<file path="src/rtl/rso_pkg.sv">
// Purpose: shared constants and types for the result serial output block
// Assumes: one 40 MHz core clock, synchronous active-high reset
// Notes: frame word is 32 bits per channel (8 header + 24 data)
package rso_pkg;
  localparam int CORE_CLK_HZ = 40000000;
  localparam int CHANNELS = 8;
  localparam int RESULT_BITS = 24;
  localparam int WORD_BITS = 32;
  localparam int FRAME_BITS = CHANNELS * WORD_BITS;
  localparam int SDI_RESET_CLOCKS = 64;
  localparam logic [1:0] LANE_FOUR = 2'h0;
  localparam logic [1:0] LANE_TWO = 2'h1;
  localparam logic [1:0] LANE_ONE = 2'h2;
  localparam logic [1:0] DRIVE_NOMINAL = 2'h0;
  localparam logic [1:0] DRIVE_STRONG = 2'h1;
  localparam logic [1:0] DRIVE_WEAK = 2'h2;
  localparam logic [1:0] DRIVE_EXTRA = 2'h3;
  localparam logic [2:0] DIV_CODE_RESET = 3'h0;
  localparam logic [8:0] BIT_COUNT_RESET = 9'h000;

  typedef enum logic [2:0] {
    RSO_IDLE = 3'b001,
    RSO_SHIFT = 3'b010,
    RSO_FILL = 3'b100
  } rso_state_type;

  // sampled pin group from the spi side
  typedef struct packed {
    logic sclk;
    logic csN;
    logic sdi;
  } rso_spi_pins_type;
endpackage

</file>
<file path="src/rtl/rso_result_serial_output.sv">
// Purpose: serialises eight conversion results onto result lines or spi
// Assumes: results arrive with a one-cycle strobe on core_clk
// Notes: chain inputs and spi pins are foreign and pass two flip-flops
//
// How it works
// RULE1 - four, two or one line lane formats
// RULE2 - only last chained device reaches the host
// RULE3 - chain uses lines 0/1 or line 0
// RULE4 - host synchronises all chained devices first
// RULE5 - format 10 chain: line two is input
// RULE6 - chain shifts like one long register
// RULE7 - format 01: lines 0/1 append lines 2/3
// RULE8 - format 10: line 0 appends line 2
// RULE9 - host picks ratio fast enough per frame
// RULE10 - standalone ratio below decimation bound
// RULE11 - chained ratio below decimation bound too
// RULE12 - send zeros after frame until new sample
// RULE13 - divider code gives ratio two power code
// RULE14 - high resolution minimum shift clock table
// RULE15 - low power minimum shift clock table
// RULE16 - drive field selects four drive levels
// RULE17 - toggle ready output per new conversion
// RULE18 - ready toggle resets spi channel counter
// RULE19 - reads past channel seven repeat channel seven
// RULE20 - spi frames are multiples of eight bits
// RULE21 - sdi high 64 clocks gives soft reset
// RULE22 - host sends 0x8000 during result reads
// RULE23 - standalone device masters shift clock and data
// RULE24 - spi enable moves results to spi
// RULE25 - shift clock divides master clock by ratio; code divides core clock by twice the ratio
`timescale 1ns/1ps
module rso_result_serial_output
  import rso_pkg::*;
#(
  parameter int NUM_CHANNELS = CHANNELS
) (
  input wire logic core_clk,
  input wire logic rst,
  input wire logic [1:0] laneLayout,
  input wire logic chainEnable,
  input wire logic spiResultEnable,
  input wire logic [2:0] shiftClockDividerCode,
  input wire logic [1:0] outputDriveLevel,
  input wire logic sampleValid,
  input wire logic [NUM_CHANNELS*WORD_BITS-1:0] sampleWords,
  input wire logic resultLineTwoChainIn,
  input wire logic resultLineThreeChainIn,
  input wire rso_spi_pins_type spiPins,
  output logic resultShiftClock,
  output logic [3:0] serialResultLines,
  output logic [3:0] serialResultLinesOe,
  output logic [1:0] driveLevelOut,
  output logic conversionReadyN,
  output logic spiSdo,
  output logic softReset
);
  // elaboration guard: lane slicing assumes eight channels
  if (NUM_CHANNELS != 8) begin : g_bad_channels
    $error("block serves exactly eight channels");
  end

  // two-flop synchronisers for foreign inputs
  logic [4:0] syncA;
  logic [4:0] syncB;
  always_ff @(posedge core_clk) begin
    if (rst) begin
      syncA <= 5'h02; // select idles high
      syncB <= 5'h02;
    end else begin
      syncA <= {resultLineTwoChainIn, resultLineThreeChainIn, spiPins};
      syncB <= syncA;
    end
  end
  logic chainIn2, chainIn3, sclkS, csNS, sdiS;
  assign {chainIn2, chainIn3, sclkS, csNS, sdiS} = syncB;

  // result capture, shift state and divider
  rso_state_type state, next_state;
  logic [FRAME_BITS-1:0] frame, next_frame;
  logic [7:0] divCount, next_divCount;
  logic [8:0] bitCount, next_bitCount;
  logic shiftClk, next_shiftClk;
  logic [3:0] lines, next_lines;
  logic readyN, next_readyN;
  logic [7:0] ratioHalf;
  logic [8:0] frameLen;
  logic fall;

  always_comb begin
    // ratio 2**code in core clocks per shift half period; ratio 1 runs at half core rate
    ratioHalf = 8'h01 << shiftClockDividerCode; // RULE13
    case (laneLayout)
      LANE_FOUR: frameLen = 9'(2 * WORD_BITS); // RULE1
      LANE_TWO: frameLen = 9'(4 * WORD_BITS);
      default: frameLen = 9'(8 * WORD_BITS);
    endcase
  end

  always_comb begin
    next_state = state;
    next_frame = frame;
    next_divCount = divCount;
    next_bitCount = bitCount;
    next_shiftClk = shiftClk;
    next_lines = lines;
    next_readyN = readyN;
    fall = 1'b0;
    // free-running divider: clock half period of ratioHalf cycles
    if (divCount + 8'h01 >= ratioHalf) begin // RULE25
      next_divCount = 8'h00;
      next_shiftClk = ~shiftClk;
      fall = shiftClk;
    end else begin
      next_divCount = divCount + 8'h01;
    end
    if (sampleValid) begin
      // new result overwrites a frame still in flight
      next_frame = sampleWords;
      next_bitCount = BIT_COUNT_RESET;
      next_readyN = ~readyN; // RULE17
      next_state = RSO_SHIFT;
    end else begin
      case (state)
        RSO_IDLE: next_lines = lines;
        RSO_SHIFT: begin
          // data changes on falling edge so host and next device sample on rise
          if (fall) begin // RULE6
            case (laneLayout)
              LANE_FOUR: begin
                next_lines = {frame[FRAME_BITS-1-6*WORD_BITS-bitCount],
                  frame[FRAME_BITS-1-4*WORD_BITS-bitCount],
                  frame[FRAME_BITS-1-2*WORD_BITS-bitCount],
                  frame[FRAME_BITS-1-bitCount]};
              end
              LANE_TWO: begin
                next_lines = {2'b00, frame[FRAME_BITS-1-4*WORD_BITS-bitCount],
                  frame[FRAME_BITS-1-bitCount]}; // RULE1
              end
              default: next_lines = {3'b000, frame[FRAME_BITS-1-bitCount]};
            endcase
            next_bitCount = bitCount + 9'h001;
            if (bitCount + 9'h001 == frameLen) begin
              next_state = chainEnable ? RSO_FILL : RSO_IDLE;
            end
          end
        end
        RSO_FILL: begin
          // chain: pass upstream bits after own frame, one long shift register
          if (fall) begin // RULE2 RULE3
            if (laneLayout == LANE_TWO) begin
              next_lines = {2'b00, chainIn3, chainIn2}; // RULE7
            end else begin
              next_lines = {3'b000, chainIn2}; // RULE8
            end
          end
        end
        default: next_state = RSO_IDLE;
      endcase
    end
    // zeros start at a fall, so the last frame bit keeps a full period
    if (state == RSO_IDLE && fall) begin
      next_lines = 4'h0; // RULE12
    end
  end

  always_ff @(posedge core_clk) begin
    if (rst) begin
      state <= RSO_IDLE;
      frame <= '0;
      divCount <= 8'h00;
      bitCount <= BIT_COUNT_RESET;
      shiftClk <= 1'b0;
      lines <= 4'h0;
      readyN <= 1'b1;
    end else begin
      state <= next_state;
      frame <= next_frame;
      divCount <= next_divCount;
      bitCount <= next_bitCount;
      shiftClk <= next_shiftClk;
      lines <= next_lines;
      readyN <= next_readyN;
    end
  end

  // spi readback: channel counter and sdi-high reset detector
  logic sclkPrev, next_sclkPrev;
  logic [2:0] chan, next_chan;
  logic [4:0] spiBit, next_spiBit;
  logic [WORD_BITS-1:0] spiShift, next_spiShift;
  logic [6:0] sdiHigh, next_sdiHigh;
  logic softRst, next_softRst;
  logic sclkRise, sclkFall;

  always_comb begin
    next_sclkPrev = sclkS;
    sclkRise = sclkS & ~sclkPrev;
    sclkFall = ~sclkS & sclkPrev;
    next_chan = chan;
    next_spiBit = spiBit;
    next_spiShift = spiShift;
    next_sdiHigh = sdiHigh;
    next_softRst = 1'b0;
    if (sclkRise) begin
      if (sdiS) begin
        next_sdiHigh = sdiHigh + 7'h01;
      end else begin
        next_sdiHigh = 7'h00;
      end
      if (sdiS && sdiHigh + 7'h01 == 7'(SDI_RESET_CLOCKS)) begin
        next_softRst = 1'b1; // RULE21
        next_sdiHigh = 7'h00;
      end
    end
    if (csNS) begin
      // byte-aligned framing restarts on each select
      next_spiBit = 5'h00; // RULE20
      next_spiShift = frame[FRAME_BITS-1-32*chan -: WORD_BITS];
    end else if (sclkFall) begin
      next_spiBit = spiBit + 5'h01;
      next_spiShift = {spiShift[WORD_BITS-2:0], 1'b0};
      if (spiBit == 5'h1F) begin
        // stay on channel seven until the next ready toggle
        if (chan != 3'h7) begin // RULE19
          next_chan = chan + 3'h1;
        end
        next_spiShift = frame[FRAME_BITS-1-32*next_chan -: WORD_BITS];
      end
    end
    if (sampleValid) begin
      next_chan = 3'h0; // RULE18
    end
  end

  always_ff @(posedge core_clk) begin
    if (rst) begin
      sclkPrev <= 1'b0;
      chan <= 3'h0;
      spiBit <= 5'h00;
      spiShift <= '0;
      sdiHigh <= 7'h00;
      softRst <= 1'b0;
    end else begin
      sclkPrev <= next_sclkPrev;
      chan <= next_chan;
      spiBit <= next_spiBit;
      spiShift <= next_spiShift;
      sdiHigh <= next_sdiHigh;
      softRst <= next_softRst;
    end
  end

  // output routing: spi enable parks the result lines
  always_comb begin
    serialResultLinesOe = 4'h0;
    if (!spiResultEnable) begin // RULE24
      case (laneLayout)
        LANE_FOUR: serialResultLinesOe = chainEnable ? 4'h0 : 4'hF;
        LANE_TWO: serialResultLinesOe = 4'h3; // RULE7
        default: serialResultLinesOe = 4'h1; // RULE5
      endcase
    end
  end

  assign resultShiftClock = spiResultEnable ? 1'b0 : shiftClk; // RULE23
  assign serialResultLines = spiResultEnable ? 4'h0 : lines;
  assign driveLevelOut = outputDriveLevel; // RULE16
  assign conversionReadyN = readyN;
  assign spiSdo = spiShift[WORD_BITS-1];
  assign softReset = softRst;
endmodule // rso_result_serial_output

</file>
<file path="config.mk">
export PLATFORM = sky130hd
export DESIGN_NAME = rso_result_serial_output
export DESIGN_NICKNAME = d
export VERILOG_FILES = /design/src/rtl/rso_pkg.sv /design/src/rtl/rso_result_serial_output.sv
export SDC_FILE = /design/constraint.sdc
export NUM_CORES = 1
export LEC_CHECK = 0
export BUFFER_PORTS_ARGS = -buffer_cell sky130_fd_sc_hd__buf_2
export CAP_MARGIN = 20
export CORE_MARGIN = 4
export CORE_UTILIZATION = 60
export CTS_CLUSTER_DIAMETER = 50
export DETAILED_ROUTE_END_ITERATION = 7
export PLACE_DENSITY = 0.85
export SYNTH_ARGS = -nofsm -noshare
export SYNTH_HDL_FRONTEND = slang
export SYNTH_SLANG_ARGS = --single-unit
</file>
<file path="constraint.sdc">
create_clock -name core_clk -period 6.6 [get_ports core_clk]
set_input_delay 1.65 -clock core_clk [delete_from_list [all_inputs] [get_ports core_clk]]
set_output_delay 1.65 -clock core_clk [all_outputs]
set_load 0.02 [all_outputs]
</file>
==> results.cfg <==
[synthesis]
synth_edf_count = 0
avgSynthCellArea_sq_um = 10.7
yosys-top-cells-count = mux2i_1 (447), dfxtp_1 (341), nor2_1 (332)
syn_nets = 2100
synth_cell_types = 53
async_flop_share = 0
post-synth-top-count-cell = mux2i_1
synth.top_cell.area_share = 0.351
yosys-top-cells-area = dfxtp_1 (35%), mux2i_1 (23%), mux4_2 (15%)
synthesis.area_sq_um = 19400
synth_cells = 1811
yosys.area.top_type = dfxtp_1
ys.flop_type = dfxtp_1
ys_warn_count = 0
synth-seq-area-share = 0.351
synth-seq-cells = 341

[setup_path]
slowest_delay_ns = 0.60
slowest_stage = nand4_1
crit_top_cell = a21o_1
crit_fanout = 13
arrival_ns = 4.53
setup.worst_path.class = input port to flop
crit_required_ns = 7.05
crit_buf_inv = 1
end_kind = flop
path_delay_family = simple AND/OR/NAND/NOR gates
crit_chain = buf_2 -> or3b_2 -> ha_1 -> a21o_1 -> a21o_1 -> a211oi_1 -> o21ai_0 -> nand4_1 -> or3_1 -> a21oi_1
cp-start-kind = input port

[power_and_ir_drop]
ir_drop_mv = 0.222
powerDensity_nw_per_um2 = 230
p_leak_uw = 0.00986

[clock_tree]
hold_buffers = 0
cts_buffer_depth = 3
clock_sinks = 341
htree_levels = 2
cts_buffers = 41
cts_tree = built
cts_root_buf = clkbuf_16
clk_latency_ns = 0.54
path_clk_slew_ns = 0.06
post_cts_resized = 0
postCtsSetupBuffers = 0

[final_layout]
fill_cells = 2233
multiInputGateArea_sq_um = 11900
stdcell_count = 2427
n_antenna_cell = 0
layout-drive-gt1-share = 0.261
area_delta_synth_final_pct = 14.6
fin_util = 0.702
final_nets = 2286
seq_area_sq_um = 6840

[sta]
tightest_slew_ns = 1.20
fin_setup_tns_ns = 0
max_slew_margin = 0.200
slew_violations = 0
finalHoldViolCount = 0
timing.final.crit_share = 0.619
finalSetupViolations = 0
clock.fmax_mhz = 245
period_needed_ns = 4.09
skew_ns = 0.0154
grt_setup_unrepaired = no

[detailed_routing]
dr.first_iter.drc_count = 1757
antenna_left = 0
drt-pass1-iter-count = 5
drt-vias-per-instance = 6.57
via_count = 15900
drc_errors = 0
post_drt_wl_per_cell_um = 22.9
drt-total-wl_mm = 55.5

[floorplan]
coreArea_sq_um = 31700
initial_utilization = 0.612
fp.dieW_um = 188
dieArea_sq_um = 35300
row_count = 65
pin_count = 287
die_h_um = 188

[placement]
post-dp-hpwl_mm = 37.5
place_congestion = 0.901
placed_cells = 2352
port_buffers = 282

[global_routing]
overflow = 0
grt_pass1_vias = 16000
antenna_found_initial = 1
grt_max_degree = 167
grt_pass1_wl_mm = 87.1
grtUsageTotal = 0.300

[job]
drv_cap = 0

[hold_path]
hp-class = flop to flop

[outcome]
outcome = finished, final reports clean
[worst register-to-register path, cell delays in order, from the launching register on]
cell and delay [ns]:
dfxtp_4 1.02, buf_4 0.52, mux4_2 0.57, a22oi_1 0.21, a21oi_1 0.08, nor4_1 0.62, mux2i_1 0.17, mux2_2 0.35
o21ai_0 0.18, a21oi_1 0.08
[metrics by stage]
| step | worst slack (ns) | cell area, sq um | hold WS (ns) | power, uW |
|---|---|---|---|---|
| finish | 2.51 | 22300 | 0.426 | 5120 |
| floorplan | 2.23 | 19400 | 0.389 | 2680 |
| CTS | 2.57 | 22200 | 0.429 | 5110 |
| global route | 2.26 | 22300 | 0.462 | 5270 |
| global placement | 2.17 | 20800 | 0.403 | 2890 |
| detailed placement | 2.12 | 20800 | 0.406 | 2910 |
[state kept, by name, indices dropped and copies added, names as in the netlist]
signal / count
spiBit: 5
softReset: 1
state: 3
syncB: 5
lines: 4
chan: 3
sclkPrev: 1
syncA: 5
sdiHigh: 7
conversionReadyN: 1
frame: 256
shiftClk: 1
divCount: 8
spiShift: 32
bitCount: 9
[worst paths after layout]
path | from | end | slack (ns) | depth (start not counted)
setup / recovery | shiftClockDividerCode[1] | bitCount[5]$_SDFFE_PP0P_ | 2.51 | 10
hold / removal | syncA[1]$_SDFF_PP1_ | syncB[1]$_SDFF_PP1_ | 0.43 | 1
setup reg to reg | bitCount[0]$_SDFFE_PP0P_ | lines[1]$_SDFFE_PP0P_ | 2.68 | 9
hold reg to reg | syncA[1]$_SDFF_PP1_ | syncB[1]$_SDFF_PP1_ | 0.43 | 1
[layout by cell type (no fill, tap or decap), types with 9 or more instances in the layout]
cell type  synthesis  final
a22oi_1           12     12
dfxtp_1          341    335
nor3_1            13     13
mux2i_1          447    446
ha_1              16     15
nor2_1           332    331
a211oi_1         103    103
mux4_2           133    133
xor2_1            12     11
xnor2_1           11     11
nand2b_1          10      9
a21oi_1           27     27
inv_1             10     10
nand3_1           13     13
buf_2             24    280
mux4_1            19     19
nand2_1           28     28
nor2b_1           27     27
o21ai_0           15     15
buf_4              8     13
clkbuf_16          0     41
[area by class of cell]
type                       instances  share of cell area
clock buffer                      48              0.0486
tap                              402              0.0226
inverter                          10             0.00169
multi-input combinational       1301               0.533
clock inverter                    23              0.0110
sequential                       341               0.307
timing repair buffer             302              0.0760
[per-layer routing]
layer,share of wire,track usage
met2,0.47,0.490
met4,0.039,0.108
met5,0.00023,0
met1,0.39,0.399
met3,0.096,0.0635
[power by group]
part / leakage (uW) / internal (uW) / switching [uW]
registers: 0.00281 / 2170 / 142
clock network: 0.000646 / 1300 / 923
logic: 0.00640 / 298 / 274
total: 0.00986 / 3780 / 1340
[logic make-up (layout without fill, tap and decap cells)]
logic type,after synthesis,count (layout),share of synthesized area
xor gates and xnor gates,23,23,0.0104
DFF,341,341,0.351
and+or+nand+nor,465,465,0.103
AOI/OAI and AO/OA,192,192,0.0711
adders and majority gates,16,16,0.0103
muxes,605,605,0.414
buffers and inverters,169,383,0.0405
Power figures use the tool's default switching activity.
